## src/core/cer_consts.svh

```systemverilog
`ifndef CER_CONSTS_SVH
`define CER_CONSTS_SVH

// ****************************************
// Register byte offsets
// ****************************************
`define CER_OFF_CTRL 8'h00
`define CER_OFF_IRQ_STAT 8'h04
`define CER_OFF_IRQ_MASK 8'h08
`define CER_OFF_MC_STATUS 8'h0C
`define CER_OFF_FPU_STAT 8'h10
`define CER_OFF_FPU_IP 8'h14
`define CER_OFF_LAST_VEC 8'h18
`define CER_OFF_LAST_IP 8'h1C

// ****************************************
// Field positions
// ****************************************
`define CER_CTRL_AM 0
`define CER_CTRL_MCE 1
`define CER_MC_IPV 0
`define CER_MC_INPROG 1
`define CER_MC_SHUT 2
`define CER_IRQ_FPU 0
`define CER_IRQ_ALIGN 1
`define CER_IRQ_MC 2
`define CER_IRQ_SHUT 3
`define CER_IRQ_USER 4
`define CER_IRQ_W 5

// ****************************************
// Reset values and vectors
// ****************************************
`define CER_CTRL_RST 2'h0
`define CER_MASK_RST 5'h00
`define CER_VEC_FPU 8'h10
`define CER_VEC_ALIGN 8'h11
`define CER_VEC_MC 8'h12
`define CER_VEC_USER_LO 8'h20
`define CER_ALIGN_CODE 32'h0000_0000

`endif

```

## src/core/cer_pkg.sv

```systemverilog
package cer_pkg;

    // Operand kinds seen by the alignment checker
    typedef enum logic [3:0] {
        CER_T_BYTE,
        CER_T_WORD,
        CER_T_DWORD,
        CER_T_SREAL,
        CER_T_DREAL,
        CER_T_XREAL,
        CER_T_SEL,
        CER_T_FAR32,
        CER_T_FAR48,
        CER_T_PTR32,
        CER_T_TBLREG,
        CER_T_ENV,
        CER_T_FSAVE,
        CER_T_BITSTR
    } cer_optype_t;

    // Segment classes of a reference
    typedef enum logic [1:0] {
        CER_SEG_DATA,
        CER_SEG_STACK,
        CER_SEG_CODE,
        CER_SEG_SYS
    } cer_seg_t;

endpackage : cer_pkg

```

## src/core/cer_exc_unit.sv

```systemverilog
// The placing of the registers and the Wishbone register port were chosen for this implementation.
`timescale 1ns/1ps
`default_nettype none
`include "cer_consts.svh"

module cer_exc_unit (
    input wire logic clock_i,
    input wire logic rst_b_i,
    input wire logic wb_cyc_i,
    input wire logic wb_stb_i,
    input wire logic wb_we_i,
    input wire logic [7:0] wb_adr_i,
    input wire logic [3:0] wb_sel_i,
    input wire logic [31:0] wb_dat_i,
    output logic [31:0] wb_dat_o,
    output logic wb_ack_o,
    input wire logic instr_valid_i,
    input wire logic [31:0] instr_ip_i,
    input wire logic [31:0] instr_next_ip_i,
    input wire logic instr_float_i,
    input wire logic instr_nowait_i,
    input wire logic instr_trap_i,
    input wire logic [7:0] trap_vector_i,
    input wire logic mem_valid_i,
    input wire logic [31:0] mem_addr_i,
    input wire cer_pkg::cer_optype_t mem_type_i,
    input wire cer_pkg::cer_seg_t mem_seg_i,
    input wire logic mem_implicit_i,
    input wire logic opsize32_i,
    input wire logic [1:0] current_privilege_level_i,
    input wire logic alignment_check_flag_i,
    input wire logic fpu_err_i,
    input wire logic [31:0] fpu_err_ip_i,
    input wire logic mc_err_i,
    input wire logic mc_ip_related_i,
    input wire logic [31:0] mc_ip_i,
    input wire logic maskable_interrupt_request_i,
    input wire logic [7:0] int_vector_i,
    input wire logic int_enable_flag_i,
    input wire logic commit_idle_i,
    input wire logic [31:0] resume_ip_i,
    output logic instr_block_o,
    output logic int_ack_o,
    output logic exc_valid_o,
    output logic [7:0] exc_vector_o,
    output logic exc_push_code_o,
    output logic [31:0] exc_code_o,
    output logic [31:0] exc_ip_o,
    output logic exc_abort_o,
    output logic float_error_signal_o,
    output logic shutdown_o,
    output logic irq_o
);
    import cer_pkg::*;

    // ****************************************
    // State
    // ****************************************
    typedef struct packed {
        logic ack;
        logic [31:0] rdata;
        logic [1:0] ctrl;
        logic [`CER_IRQ_W-1:0] stat;
        logic [`CER_IRQ_W-1:0] mask;
        logic [2:0] mc;
        logic fpu_flag;
        logic fpu_pend;
        logic [31:0] fpu_ip;
        logic req_s1;
        logic req_s2;
        logic ev;
        logic [7:0] vec;
        logic push;
        logic [31:0] code;
        logic [31:0] ip;
        logic abort;
        logic ferr;
        logic iack;
        logic int_hold;
    } cer_state_t;

    cer_state_t s_q;
    cer_state_t s_d;

    // ****************************************
    // Alignment decode
    // ****************************************
    // Returns the low address bits that must be zero
    function automatic logic [2:0] cer_align_mask(input cer_optype_t t, input logic big);
        logic [2:0] m;
        m = 3'h0;
        case (t)
            CER_T_WORD, CER_T_SEL, CER_T_FAR32: m = 3'h1;
            CER_T_DWORD, CER_T_SREAL, CER_T_FAR48, CER_T_PTR32: m = 3'h3;
            CER_T_DREAL, CER_T_XREAL: m = 3'h7;
            CER_T_TBLREG: m = 3'h3;
            CER_T_ENV, CER_T_FSAVE, CER_T_BITSTR: m = big ? 3'h3 : 3'h1;
            default: m = 3'h0;
        endcase
        return m;
    endfunction : cer_align_mask

    logic bus_hit;
    logic bus_wr;
    logic align_on;
    logic align_bad;
    logic fpu_wait;
    logic fpu_hit;
    logic trap_hit;
    logic int_hit;
    logic [`CER_IRQ_W-1:0] ev_set;
    logic [`CER_IRQ_W-1:0] w1c;

    // ****************************************
    // Event decode
    // ****************************************
    always_comb begin
        bus_hit = wb_cyc_i && wb_stb_i && !s_q.ack;
        bus_wr = bus_hit && wb_we_i;
        align_on = s_q.ctrl[`CER_CTRL_AM] && alignment_check_flag_i
            && (current_privilege_level_i == 2'h3);
        // data and stack only; no implicit
        align_bad = instr_valid_i && mem_valid_i && align_on && !mem_implicit_i
            && (mem_seg_i == CER_SEG_DATA || mem_seg_i == CER_SEG_STACK)
            && ((mem_addr_i[2:0] & cer_align_mask(mem_type_i, opsize32_i)) != 3'h0);
        fpu_wait = instr_valid_i && instr_float_i && !instr_nowait_i;
        fpu_hit = fpu_wait && s_q.fpu_pend && !align_bad;
        trap_hit = instr_valid_i && instr_trap_i && !align_bad && !fpu_hit
            && (trap_vector_i >= `CER_VEC_USER_LO);
        int_hit = s_q.req_s2 && int_enable_flag_i && commit_idle_i && !instr_valid_i
            && (int_vector_i >= `CER_VEC_USER_LO) && !s_q.int_hold;
    end

    // ****************************************
    // Next state
    // ****************************************
    always_comb begin
        s_d = s_q;
        s_d.ack = bus_hit;
        s_d.ev = 1'b0;
        s_d.abort = 1'b0;
        s_d.ferr = 1'b0;
        s_d.iack = 1'b0;
        s_d.req_s1 = maskable_interrupt_request_i;
        s_d.req_s2 = s_q.req_s1;
        ev_set = '0;
        w1c = '0;
        // The controller drops its line only after seeing the acknowledge and the
        // line takes two more edges to cross, so a taken request stays blocked
        // until the synchronised line falls; otherwise it would be taken twice
        if (!s_q.req_s2) begin
            s_d.int_hold = 1'b0;
        end

        // ****************************************
        // Register read
        // ****************************************
        // Register reads answer one cycle after the strobe; zero otherwise
        s_d.rdata = 32'h0000_0000;
        if (bus_hit && !wb_we_i) begin
            case (wb_adr_i)
                `CER_OFF_CTRL: s_d.rdata = {30'h0, s_q.ctrl};
                `CER_OFF_IRQ_STAT: s_d.rdata = {27'h0, s_q.stat};
                `CER_OFF_IRQ_MASK: s_d.rdata = {27'h0, s_q.mask};
                `CER_OFF_MC_STATUS: s_d.rdata = {29'h0, s_q.mc};
                `CER_OFF_FPU_STAT: s_d.rdata = {30'h0, s_q.fpu_pend, s_q.fpu_flag};
                `CER_OFF_FPU_IP: s_d.rdata = s_q.fpu_ip;
                `CER_OFF_LAST_VEC: s_d.rdata = {23'h0, s_q.push, s_q.vec};
                `CER_OFF_LAST_IP: s_d.rdata = s_q.ip;
                default: s_d.rdata = 32'h0000_0000;
            endcase
        end

        // ****************************************
        // Register write
        // ****************************************
        // Only the low byte lane carries control bits
        if (bus_wr && wb_sel_i[0]) begin
            case (wb_adr_i)
                `CER_OFF_CTRL: s_d.ctrl = wb_dat_i[1:0];
                `CER_OFF_IRQ_MASK: s_d.mask = wb_dat_i[`CER_IRQ_W-1:0];
                `CER_OFF_IRQ_STAT: w1c = wb_dat_i[`CER_IRQ_W-1:0];
                `CER_OFF_FPU_STAT: begin
                    if (wb_dat_i[0]) begin
                        s_d.fpu_flag = 1'b0;
                    end
                end
                `CER_OFF_MC_STATUS: begin
                    if (wb_dat_i[`CER_MC_INPROG]) begin
                        s_d.mc[`CER_MC_INPROG] = 1'b0;
                    end
                end
                default: ;
            endcase
        end

        // ****************************************
        // Float error capture
        // ****************************************
        // flag and pending set in the same cycle, except in shutdown, where pending keeps its value
        if (fpu_err_i) begin
            s_d.fpu_flag = 1'b1;
            s_d.fpu_pend = 1'b1;
            s_d.fpu_ip = fpu_err_ip_i;
        end

        // ****************************************
        // Exception priority
        // ****************************************
        // Machine check, then alignment, then float, then traps and requests
        if (s_q.mc[`CER_MC_SHUT]) begin
            // Shutdown is left only through reset
            s_d.fpu_pend = s_q.fpu_pend;
        end else if (mc_err_i) begin
            if (s_q.ctrl[`CER_CTRL_MCE]) begin
                s_d.ev = 1'b1;
                s_d.abort = 1'b1;
                s_d.vec = `CER_VEC_MC;
                s_d.push = 1'b0;
                s_d.code = 32'h0000_0000;
                s_d.ip = mc_ip_i;
                s_d.mc[`CER_MC_IPV] = mc_ip_related_i;
                s_d.mc[`CER_MC_INPROG] = 1'b1;
                ev_set[`CER_IRQ_MC] = 1'b1;
            end else begin
                s_d.mc[`CER_MC_SHUT] = 1'b1;
                ev_set[`CER_IRQ_SHUT] = 1'b1;
            end
        end else if (align_bad) begin
            // block it and point at it
            s_d.ev = 1'b1;
            s_d.vec = `CER_VEC_ALIGN;
            s_d.push = 1'b1;
            s_d.code = `CER_ALIGN_CODE;
            s_d.ip = instr_ip_i;
            ev_set[`CER_IRQ_ALIGN] = 1'b1;
        end else if (fpu_hit) begin
            s_d.ferr = 1'b1;
            s_d.fpu_pend = fpu_err_i;
            s_d.ev = 1'b1;
            s_d.vec = `CER_VEC_FPU;
            s_d.push = 1'b0;
            s_d.code = 32'h0000_0000;
            s_d.ip = instr_ip_i;
            ev_set[`CER_IRQ_FPU] = 1'b1;
        end else if (trap_hit || int_hit) begin
            s_d.ev = 1'b1;
            s_d.vec = trap_hit ? trap_vector_i : int_vector_i;
            s_d.push = 1'b0;
            s_d.code = 32'h0000_0000;
            s_d.ip = trap_hit ? instr_next_ip_i : resume_ip_i;
            s_d.iack = int_hit;
            if (int_hit) begin
                s_d.int_hold = 1'b1;
            end
            ev_set[`CER_IRQ_USER] = 1'b1;
        end

        // ****************************************
        // Status bits
        // ****************************************
        // Hardware set wins over a software clear
        for (int i = 0; i < `CER_IRQ_W; i++) begin
            s_d.stat[i] = ev_set[i] | (s_q.stat[i] & ~w1c[i]);
        end
    end

    // ****************************************
    // Registers
    // ****************************************
    always_ff @(posedge clock_i) begin
        if (!rst_b_i) begin
            s_q <= '0;
            s_q.ctrl <= `CER_CTRL_RST;
            s_q.mask <= `CER_MASK_RST;
        end else begin
            s_q <= s_d;
        end
    end

    // ****************************************
    // Outputs
    // ****************************************
    assign wb_ack_o = s_q.ack;
    assign wb_dat_o = s_q.rdata;
    // The core must not retire an instruction this flags
    assign instr_block_o = !s_q.mc[`CER_MC_SHUT] && !mc_err_i && (align_bad || fpu_hit);
    assign int_ack_o = s_q.iack;
    assign exc_valid_o = s_q.ev;
    assign exc_vector_o = s_q.vec;
    assign exc_push_code_o = s_q.push;
    assign exc_code_o = s_q.code;
    assign exc_ip_o = s_q.ip;
    assign exc_abort_o = s_q.abort;
    assign float_error_signal_o = s_q.ferr;
    assign shutdown_o = s_q.mc[`CER_MC_SHUT];
    assign irq_o = |(s_q.stat & s_q.mask);

endmodule : cer_exc_unit

`default_nettype wire

```

## config.mk

```make
export PLATFORM = sky130hd
export DESIGN_NAME = cer_exc_unit
export DESIGN_NICKNAME = d
export VERILOG_FILES = /design/src/core/cer_pkg.sv /design/src/core/cer_exc_unit.sv
export VERILOG_INCLUDE_DIRS = /design/src /design/src/core
export SDC_FILE = /design/constraint.sdc
export NUM_CORES = 1
export LEC_CHECK = 0
export ABC_CLOCK_PERIOD_IN_PS = 4500
export BUFFER_PORTS_ARGS = -buffer_cell sky130_fd_sc_hd__buf_4
export CAP_MARGIN = 20
export CORE_AREA = 2 2 151 153
export DETAILED_ROUTE_END_ITERATION = 12
export DIE_AREA = 0 0 153 155
export PLACE_DENSITY = 0.64
export SLEW_MARGIN = 30
export SYNTH_ARGS = -nofsm -noshare
export SYNTH_HDL_FRONTEND = slang
export SYNTH_SLANG_ARGS = --single-unit
export TNS_END_PERCENT = 10
```

## constraint.sdc

```tcl
create_clock -name clock_i -period 4.5 [get_ports clock_i]
set_input_delay 0.675 -clock clock_i [delete_from_list [all_inputs] [get_ports clock_i]]
set_output_delay 0.675 -clock clock_i [all_outputs]
set_load 0.02 [all_outputs]
```

# Yosys cells after proc, flatten, opt, wreduce, memory -nomap -nowiden
# Index checks and enable logic that the tools add are counted.
[word_totals] regBits=162 input_bits=279 output_inout_bits=113 elab_cells=173
[op_classes] magnitude_cmp=2 n_eq_ne=23 n_mux=44 bitwise=21 reduce_logical=62
[ops] operator="$mux 74" n=4
[ops] operator="$pmux 32 s8" n=1
[ops] operator="$mux 75" n=1
[ops] operator="$mux 34" n=1
[ops] operator="$eq 8x5->1 const B" n=4
[ops] operator="$mux 32" n=1
[ops] operator="$logic_and 1x1->1" n=27
[ops] operator="$mux 1" n=25
[ops] operator="$eq 4x4->1 const B" n=6
[ops] operator="$eq 4x3->1 const B" n=4
[ops] operator="$eq 8x4->1 const B" n=2
[ops] operator="$ge 8x6->1 const B" n=2
[ops] operator="$mux 5" n=3
[ops] operator="$pmux 3 s4" n=1
[ops] operator="$logic_not 1->1" n=10
[ops] operator="$reduce_or 5->1" n=2
[ops] operator="$not 1->1" n=9
[ops] operator="$reduce_and 3->1" n=3
[ops] operator="$reduce_or 3->1" n=3
[ops] operator="$eq 4x2->1 const B" n=2
[ops] operator="$eq 8x3->1 const B" n=1
[ops] operator="$logic_not 8->1" n=1
[ops] operator="$mux 2" n=4
[ops] operator="$mux 8" n=1
[ops] operator="other kinds (18)" n=34

# Depth between registers and ports, before layout
# Gate-level depths: netlist (run 1).
[logic_depth] depth_word=18 depth_mapped=9 mapped_depth_nobuf=7

# Worst setup path after synthesis (run 1)
# No wires, ideal clock.
[synth_path] kind="in2out" start="in mem_seg_i[1]" end="out instr_block_o" arrival_time_ns=1.651 required_time_ns=3.825 path_slack_ns=2.174 path_stages=5 n_path_buf=0 path_cell_list="nand4b_1 -> nor3_1 -> nand2_1 -> o21a_1 -> nor2_1"
[synth_via] elab_chain_cells=8 word_cells_on_any_way=9 cone_classes="eq/ne (1); reduce/logical (8)"
[synth_lines] element="start, declared" line="cer_exc_unit.sv:27" rtl="input wire cer_pkg::cer_seg_t mem_seg_i,"
[synth_lines] element="$eq 2x1->1 or $logic_not 2->1 (tied branches)" line="cer_exc_unit.sv:124" rtl="&& (mem_seg_i == CER_SEG_DATA || mem_seg_i == CER_SEG_STACK)"
[synth_lines] element="$logic_or 1x1->1 (*)" line="cer_exc_unit.sv:124"
[synth_lines] element="$logic_and 1x1->1 (*)" line="cer_exc_unit.sv:124"
[synth_lines] element="$logic_and 1x1->1 (*)" line="cer_exc_unit.sv:125" rtl="&& ((mem_addr_i[2:0] & cer_align_mask(mem_type_i, opsize32_i)) != 3'h0);"
[synth_lines] element="$logic_not 1->1" line="cer_exc_unit.sv:127" rtl="fpu_hit = fpu_wait && s_q.fpu_pend && !align_bad;"
[synth_lines] element="$logic_and 1x1->1" line="cer_exc_unit.sv:127"
[synth_lines] element="$logic_or 1x1->1 (*)" line="cer_exc_unit.sv:287" rtl="assign instr_block_o = !s_q.mc[`CER_MC_SHUT] && !mc_err_i && (align_bad || fpu_hit);"
[synth_lines] element="$logic_and 1x1->1 (*)" line="cer_exc_unit.sv:287"
[synth_lines] element="end, declared" line="cer_exc_unit.sv:42" rtl="output logic instr_block_o,"
# Every way passes the cells marked *; elsewhere a longest branch is shown, timed or not.

# Worst setup path after layout (run 1)
[layout_path] start="in mem_addr_i[0]" end="out instr_block_o"
[layout_via] elab_chain_cells=7
[layout_lines] element="start, declared" line="cer_exc_unit.sv:25" rtl="input wire logic [31:0] mem_addr_i,"
[layout_lines] element="$and 3x3->3 (*)" line="cer_exc_unit.sv:125"
[layout_lines] element="$reduce_bool 3->1 (*)" line="cer_exc_unit.sv:125"
[layout_lines] element="$logic_and 1x1->1 (*)" line="cer_exc_unit.sv:125"
[layout_lines] element="$logic_not 1->1" line="cer_exc_unit.sv:127"
[layout_lines] element="$logic_and 1x1->1" line="cer_exc_unit.sv:127"
[layout_lines] element="$logic_or 1x1->1 (*)" line="cer_exc_unit.sv:287"
[layout_lines] element="$logic_and 1x1->1 (*)" line="cer_exc_unit.sv:287"
# Marks and branches as above.

==> metrics.log, run 1 <==
INFO  metric run_status = finished, final reports clean
INFO  metric fin_nets = 1209
INFO  metric syn_to_final_growth = 38.6%
INFO  metric data_arrival_critical_path = 2120 ps
INFO  metric power.sequential.fraction = 0.399
INFO  metric yosys-top-cells-area = sky130_fd_sc_hd__dfxtp_1, sky130_fd_sc_hd__buf_4, sky130_fd_sc_hd__nor2_1
INFO  metric critPathMaxStageDelay = 530 ps
INFO  metric top_level_ports = 392
INFO  metric detailedRoute.firstIterationViolations = 446
INFO  metric timing.max_slew.rel_slack = 0.398
INFO  metric postCtsResizedCells = 0
INFO  metric clock_pin_slew_on_the_worst_setup_and_hold_paths = 60 ps
INFO  metric cts_buffer_depth = 2
INFO  metric fp.coreArea = ~22000 um^2
INFO  metric routed_via_density = roughly 5.1
INFO  metric hold_path_class = reg -> reg
INFO  metric power_density = ~350 nW/um^2
INFO  metric timing.hold.ws = approximately 430 ps
INFO  metric worstPathCellList = buf_4 > a2111oi_0 > nor3_1 > nand2_1 > o21a_1 > nor2_1 > buf_4
INFO  metric area_used_by_multi_input_combinational_logic = 2950 um^2
INFO  metric seqCellArea = between 2000 and 3000 um^2
INFO  metric worst-slew-pin-transition = 900 ps
INFO  metric internal_power = 2.30 mW
INFO  metric placedCellCount = 1196
INFO  metric layoutNonFillerInstCount = 1228
INFO  metric power_leakage = 3.78 nW
INFO  metric routed_wirelength = roughly 25 mm
INFO  metric final_design_area_no_fill = 8880 um^2
INFO  metric num_rows = 55
INFO  metric synthMostInstantiatedCell = sky130_fd_sc_hd__dfxtp_1
INFO  metric synth.ff_latch_count = 130
INFO  metric finalMaxSlewViolations = 0
INFO  metric post_synth_instance_area = 6400 um^2
INFO  metric path_max_fanout = 7
INFO  metric drt-pass1-iter-count = 5
INFO  metric synthesis.area_per_instance = 8.80 um^2
INFO  metric critical-path-slowest-cell = sky130_fd_sc_hd__a2111oi_0
INFO  metric yosys_warnings = 0
INFO  metric initial_utilization = 0.288
INFO  metric setup-violations-final = 0
INFO  metric timing.critical_path.required = 3830 ps
INFO  metric critical_path_startpoint_category = input pin
INFO  metric number_of_flops_mapped_to_enable_cells_by_yosys = 0
INFO  metric yosys.area.top_type = sky130_fd_sc_hd__dfxtp_1
INFO  metric grt_usage = 0.200
INFO  metric grt_pass1_vias = 6000
INFO  metric tritoncts_clock_tree = done
INFO  metric grt_start_max_net_pins = 54
INFO  metric vias = ~6300
INFO  metric post_route_cells_drive_above_1_share = 0.384
INFO  metric tritoncts_num_sinks = 130
INFO  metric ys_dominant_reg_cell = sky130_fd_sc_hd__dfxtp_1
INFO  metric detail_route.wl_per_cell = roughly 20 um
INFO  metric post_synth_inst_count = about 730
INFO  metric grt.overflow.total = 0
INFO  metric fp.dieH = around 160 um
INFO  metric dp.final_hpwl = about 18 mm
INFO  metric post_synth_num_cell_types = 52
INFO  metric post-route-min-period = roughly 2800 ps
INFO  metric path_class = in -> out
INFO  metric path_common_cell = sky130_fd_sc_hd__buf_4
INFO  metric cts.htree.levels = 4
INFO  metric async_set_reset_flop_share_out_of_synthesis = 0
INFO  metric global_route_wire_length_before_repair = 36.3 mm
INFO  metric postLayoutCoreUtil = 0.399
INFO  metric fin_total_pwr = 3.10 mW
INFO  metric die_width = 153 um
INFO  metric maxClockFrequency = around 360 MHz
INFO  metric fill_cells = about 2300
INFO  metric cts_hold_buffers = 0
INFO  metric postCtsSetupBuffers = 0
INFO  metric setup_slack = 1700 ps
INFO  metric antenna_found_initial = 0
INFO  metric synth_sequential_area_ratio = 0.406
INFO  metric power.clock.fraction = 0.460
INFO  metric synth.top_cell.area_share = 0.406
INFO  metric place.gp.congestion = about 0.82
INFO  metric final_antenna_net_count = 0
INFO  metric cts_buffers = 17
INFO  metric place_ws = 1460 ps
INFO  metric net-switching-power = 0.795 mW
INFO  metric fin_crit_sh = 0.622
INFO  metric netlist_top_cells_count = sky130_fd_sc_hd__dfxtp_1, sky130_fd_sc_hd__nor2_1, sky130_fd_sc_hd__buf_4
INFO  metric antennaDiodeCount = 0
INFO  metric power_frac_comb = 0.141
INFO  metric setup_total_negative_slack = 0 ps
INFO  metric die_area = between 20000 and 25000 um^2
INFO  metric finClkSkew = 7.27 ps
INFO  metric worst_ir_drop_vdd = 0.191 mV
INFO  metric clk_latency = 410 ps
INFO  metric clock_tree.root_cell = sky130_fd_sc_hd__clkbuf_16
INFO  metric cap_viol_max_count = 0
INFO  metric port_buffers = 299
INFO  metric rsz0062_at_grt = no
INFO  metric sw_share = 0.257
INFO  metric detailed_place.area = between 8000 and 9000 um^2
INFO  metric hold_viol = 0
INFO  metric end_kind = primary output
INFO  metric post-route-drc-count = 0
per-layer routing:
layer / GRT usage / part of all wire
met1: 0.254 / 0.41
met4: 0.0529 / 0.011
met5: 0 / 0
met2: 0.340 / 0.49
met3: 0.0510 / 0.084
power groups by stage:
stage	combinational [mW]	sequential, mW	clock (mW)
6_report	0.436	1.24	1.43
2_1_floorplan	0.248	1.25	0
5_1_grt	0.470	1.24	1.51
3_5_place_dp	0.437	1.26	0
4_1_cts	0.438	1.23	1.46
3_3_place_gp	0.432	1.26	0
worst max-delay path: cells and delay by family:
kind | cells | cell delay [ps]
buf+inv | 2 | 280
compound gates | 2 | 850
simple gates | 3 | 320
flip-flops by register name, summed over array words and instances, names as in the netlist, 8 cells and up:
name / count
wb_dat_o: 32
exc_ip_o: 32
s_q: 50
exc_vector_o: 8
cells by family (layout without fill, tap and decap cells):
group,after synthesis,after routing,synth area share
flops,130,130,0.406
compound gates,219,219,0.244
mux,38,38,0.0633
buf+inv,162,346,0.160
other cells,1,32,0.000585
simple gates,178,178,0.125
final timing paths:
check / to / slack (ps) / start / depth (start not counted)
worst max-delay path: instr_block_o / 1700 / mem_addr_i[0] / 7
worst min-delay path: s_q[78] / 430 / s_d[78] / 1
worst min register to register: s_q[78] / 430 / s_d[78] / 1
worst max register to register: exc_vector_o[4] / 1980 / s_q[127] / 7
cells in the final DEF (no fill, tap or decap), types with 3 or more instances in the layout:
cell,n
sky130_fd_sc_hd__buf_4,309
sky130_fd_sc_hd__dfxtp_1,130
sky130_fd_sc_hd__nor2_1,108
sky130_fd_sc_hd__a21oi_1,55
sky130_fd_sc_hd__a22oi_1,38
sky130_fd_sc_hd__mux2i_1,36
sky130_fd_sc_hd__conb_1,32
sky130_fd_sc_hd__o21ai_0,29
sky130_fd_sc_hd__a221oi_1,28
sky130_fd_sc_hd__o221ai_1,27
sky130_fd_sc_hd__nand2_1,25
sky130_fd_sc_hd__clkbuf_16,17
sky130_fd_sc_hd__a222oi_1,9
sky130_fd_sc_hd__nand3_1,8
sky130_fd_sc_hd__o22ai_1,7
sky130_fd_sc_hd__and2_1,5
sky130_fd_sc_hd__nand2b_1,5
sky130_fd_sc_hd__o2bb2ai_1,5
sky130_fd_sc_hd__a32o_1,5
sky130_fd_sc_hd__clkinvlp_4,5
sky130_fd_sc_hd__nand4b_1,4
sky130_fd_sc_hd__and3_1,3
sky130_fd_sc_hd__or3_1,3
sky130_fd_sc_hd__clkinv_4,3
sky130_fd_sc_hd__bufinv_16,3
layout make-up:
class / count / share of cell area
Clock inverter: 12 / 0.0179
Inverter: 3 / 0.00127
Sequential cell: 130 / 0.293
Multi-Input combinational cell: 467 / 0.332
Tap cell: 285 / 0.0402
Clock buffer: 20 / 0.0503
Timing Repair Buffer: 311 / 0.265
(Power assumes the default switching activity.)
==> run 2: changes to the inputs <==
--- a/config.mk
+++ b/config.mk
@@ -6,13 +6,13 @@
 export SDC_FILE = /design/constraint.sdc
 export NUM_CORES = 1
 export LEC_CHECK = 0
-export ABC_CLOCK_PERIOD_IN_PS = 4500
+export ABC_CLOCK_PERIOD_IN_PS = 2280
 export BUFFER_PORTS_ARGS = -buffer_cell sky130_fd_sc_hd__buf_4
 export CAP_MARGIN = 20
 export CORE_AREA = 2 2 151 153
 export DETAILED_ROUTE_END_ITERATION = 12
 export DIE_AREA = 0 0 153 155
-export PLACE_DENSITY = 0.64
+export PLACE_DENSITY = 0.66
 export SLEW_MARGIN = 30
 export SYNTH_ARGS = -nofsm -noshare
 export SYNTH_HDL_FRONTEND = slang
==> constraint.sdc (replaced) <==
create_clock -name clock_i -period 2.28 [get_ports clock_i]
set_input_delay 0.342 -clock clock_i [delete_from_list [all_inputs] [get_ports clock_i]]
set_output_delay 0.342 -clock clock_i [all_outputs]
set_load 0.02 [all_outputs]
==> run 2 against run 1 <==
Effect of this change:
- clock skew rose by 2.9 ps
- core utilization grew 1.1 points
- combinational power rose by 110%
- flip-flop and latch count did not move
- cell count up 2.3%
- first-iteration DRC count increased by 15%
- sequential share of layout area shrank 0.80 points
- cell area increased by 2.8%
- register-to-register slack worse by 1800 ps
- largest cell class unchanged
- largest power group unchanged
- highest routed layer unchanged
==> metrics.log, run 2 (synthesis gave the netlist of run 1 again) <==
INFO  metric syn_to_final_growth = 42.5% (was 38.6%)
INFO  metric clk_latency = 420 ps (was 410 ps)
INFO  metric cap_viol_max_count = 0 (unchanged)
INFO  metric finClkSkew = 10.2 ps (was 7.27 ps)
INFO  metric port_buffers = 299 (unchanged)
INFO  metric detailedRoute.firstIterationViolations = 514 (was 446)
INFO  metric grt_pass1_vias = 6165 (was 6000)
INFO  metric detailed_place.area = 8530 um^2 (was 8270 um^2)
INFO  metric area_used_by_multi_input_combinational_logic = 2960 um^2 (was 2950 um^2)
INFO  metric routed_wirelength = 24.6 mm (about the same)
INFO  metric run_status = finished, final reports clean (unchanged)
INFO  metric layout_common_cells = sky130_fd_sc_hd__buf_4, sky130_fd_sc_hd__dfxtp_1, sky130_fd_sc_hd__nor2_1, sky130_fd_sc_hd__a21oi_1, sky130_fd_sc_hd__a22oi_1 (unchanged)
INFO  metric fin_total_pwr = 6.03 mW (was 3.10 mW)
INFO  metric routed_via_density = 5.14 (was 5.11)
INFO  metric met2RoutedLength = 12.5 mm (was 12.0 mm)
INFO  metric detail_route.wl_per_cell = 19.6 um (was 20.0 um)
INFO  metric tritoncts_clock_tree = done (unchanged)
INFO  metric setup_total_negative_slack = 0 ps (unchanged)
INFO  metric power_density = 661 nW/um^2 (was 349 nW/um^2)
INFO  metric route.top_layer_used = met4 (unchanged)
INFO  metric antenna_found_initial = 0 (unchanged)
INFO  metric dp.final_hpwl = 18.4 mm (was 18.1 mm)
INFO  metric final_design_area_no_fill = 9130 um^2 (was 8880 um^2)
INFO  metric data_arrival_critical_path = 1820 ps (was 2120 ps)
INFO  metric post-route-drc-count = 0 (unchanged)
INFO  metric cts_buffer_depth = 2 (unchanged)
INFO  metric vias = 6461 (was 6269)
INFO  metric fin_crit_sh = 0.948
INFO  metric drt-pass1-iter-count = 5 (unchanged)
INFO  metric largest_reg_flops = 50 (unchanged)
INFO  metric end_kind = primary output (unchanged)
INFO  metric die_width = 153 um (unchanged)
INFO  metric critical_path_startpoint_category = register (was input pin)
INFO  metric seqCellArea = 2600 um^2 (about the same)
INFO  metric worst-slew-pin-transition = 633 ps (was 900 ps)
INFO  metric post-route-min-period = ~2200 ps
INFO  metric place.gp.congestion = 0.847 (was 0.817)
INFO  metric post_route_cells_drive_above_1_share = 0.407 (was 0.384)
INFO  metric setup-violations-final = 0 (unchanged)
INFO  metric fp.dieH = 155 um (unchanged)
INFO  metric hold_viol = 0 (unchanged)
INFO  metric cts_buffers = 17 (unchanged)
INFO  metric hold_path_class = in -> reg (was reg -> reg)
INFO  metric fp.coreArea = 22200 um^2 (unchanged)
INFO  metric layoutNonFillerInstCount = 1256 (was 1228)
INFO  metric cts.htree.levels = 4 (unchanged)
INFO  metric tritoncts_num_sinks = 130 (unchanged)
INFO  metric top_level_ports = 392 (unchanged)
INFO  metric detailroute.wirelength.met3 = 2.12 mm (was 2.07 mm)
INFO  metric met1Wirelength = 9.78 mm (was 10.2 mm)
INFO  metric clock_pin_slew_on_the_worst_setup_and_hold_paths = 60 ps (about the same)
INFO  metric die_area = 23700 um^2 (unchanged)
INFO  metric final_antenna_net_count = 0 (unchanged)
INFO  metric power_leakage = 3.94 nW (was 3.78 nW)
INFO  metric fill_cells = 2256 (was 2286)
INFO  metric worst_ir_drop_vdd = 0.422 mV (was 0.191 mV)
INFO  metric grt_start_max_net_pins = 43 (was 54)
INFO  metric finalMaxSlewViolations = 0 (unchanged)
INFO  metric largest_register_by_flop_count = s_q (unchanged)
INFO  metric path_class = reg -> out (was in -> out)
INFO  metric postLayoutCoreUtil = 0.411 (was 0.399)
INFO  metric initial_utilization = 0.288 (unchanged)
INFO  metric maxClockFrequency = between 400 and 500 MHz
INFO  metric grt_usage = 0.199 (was 0.200)
INFO  metric num_rows = 55 (unchanged)
INFO  metric antennaDiodeCount = 0 (unchanged)
INFO  metric path_max_fanout = 7 (unchanged)
INFO  metric clock_tree.root_cell = sky130_fd_sc_hd__clkbuf_16 (unchanged)
INFO  metric global_route_wire_length_before_repair = 36.0 mm (was 36.3 mm)
INFO  metric final_common_cell = sky130_fd_sc_hd__buf_4 (unchanged)
INFO  metric placedCellCount = 1224 (was 1196)
INFO  metric timing.critical_path.required = 1940 ps (was 3830 ps)
INFO  metric grt.overflow.total = 0 (unchanged)
INFO  metric fin_nets = 1237 (was 1209)
INFO  metric timing.max_slew.rel_slack = 0.567 (was 0.398)
[run 2: cell types whose count changed in the layout (fill, tap and decap cells not counted), sizes merged]
cell / change
clkinv: +4
bufinv: -1
clkbuf: -1
clkinvlp: -2
buf: +28
[run 2: stage by stage]
stage / hold slack [ps] / setup WS, ps
2_1_floorplan: 412 / 405
3_3_place_gp: 420 / -53.2
3_5_place_dp: 424 / -10.7
4_1_cts: 116 / 14.2
5_1_grt: 138 / -0.361
6_report: 135 / 118
[run 2: per-layer routing]
metal  track usage  vias up
met5             0        -
met1         0.240     3072
met2         0.358      373
met4        0.0485        0
met3        0.0485       18
li1              -     2998
[run 2: critical path, cell delays in order, from the launching register on]
cell and delay, ps:
sky130_fd_sc_hd__dfxtp_2 350, sky130_fd_sc_hd__nand4b_1 130, sky130_fd_sc_hd__nor3_2 200, sky130_fd_sc_hd__nand2_2 100, sky130_fd_sc_hd__buf_4 150, sky130_fd_sc_hd__o21a_4 230
sky130_fd_sc_hd__nor2_1 100, sky130_fd_sc_hd__buf_4 150
[run 2: final cells by class]
type | count | share of cell area
Multi-Input combinational cell | 467 | 0.324
Clock inverter | 13 | 0.0151
Inverter | 3 | 0.00123
Tap cell | 285 | 0.0391
Sequential cell | 130 | 0.285
Clock buffer | 19 | 0.0485
Timing Repair Buffer | 339 | 0.287
[run 2: worst paths after layout]
| kind | startpoint | endpoint | slack (ps) | depth (start not counted) |
|---|---|---|---|---|
| worst max-delay path | s_q[127] | instr_block_o | 120 | 7 |
| worst min-delay path | maskable_interrupt_request_i | s_d[78] | 140 | 2 |
| worst max register to register | s_q[127] | exc_ip_o[31] | 180 | 8 |
| worst min register to register | s_d[78] | s_q[78] | 430 | 1 |
[run 2: repair_timing]
action	CTS	global route
endpoints found under the setup margin	1	2
buffers inserted	0	0
hold buffers	0	0
resized for setup	1	4
pin swaps	0	2
[run 2: power breakdown]
group	switching, mW	internal (mW)
Sequential	0.0729	2.36
Combinational	0.442	0.460
Clock	1.06	1.64
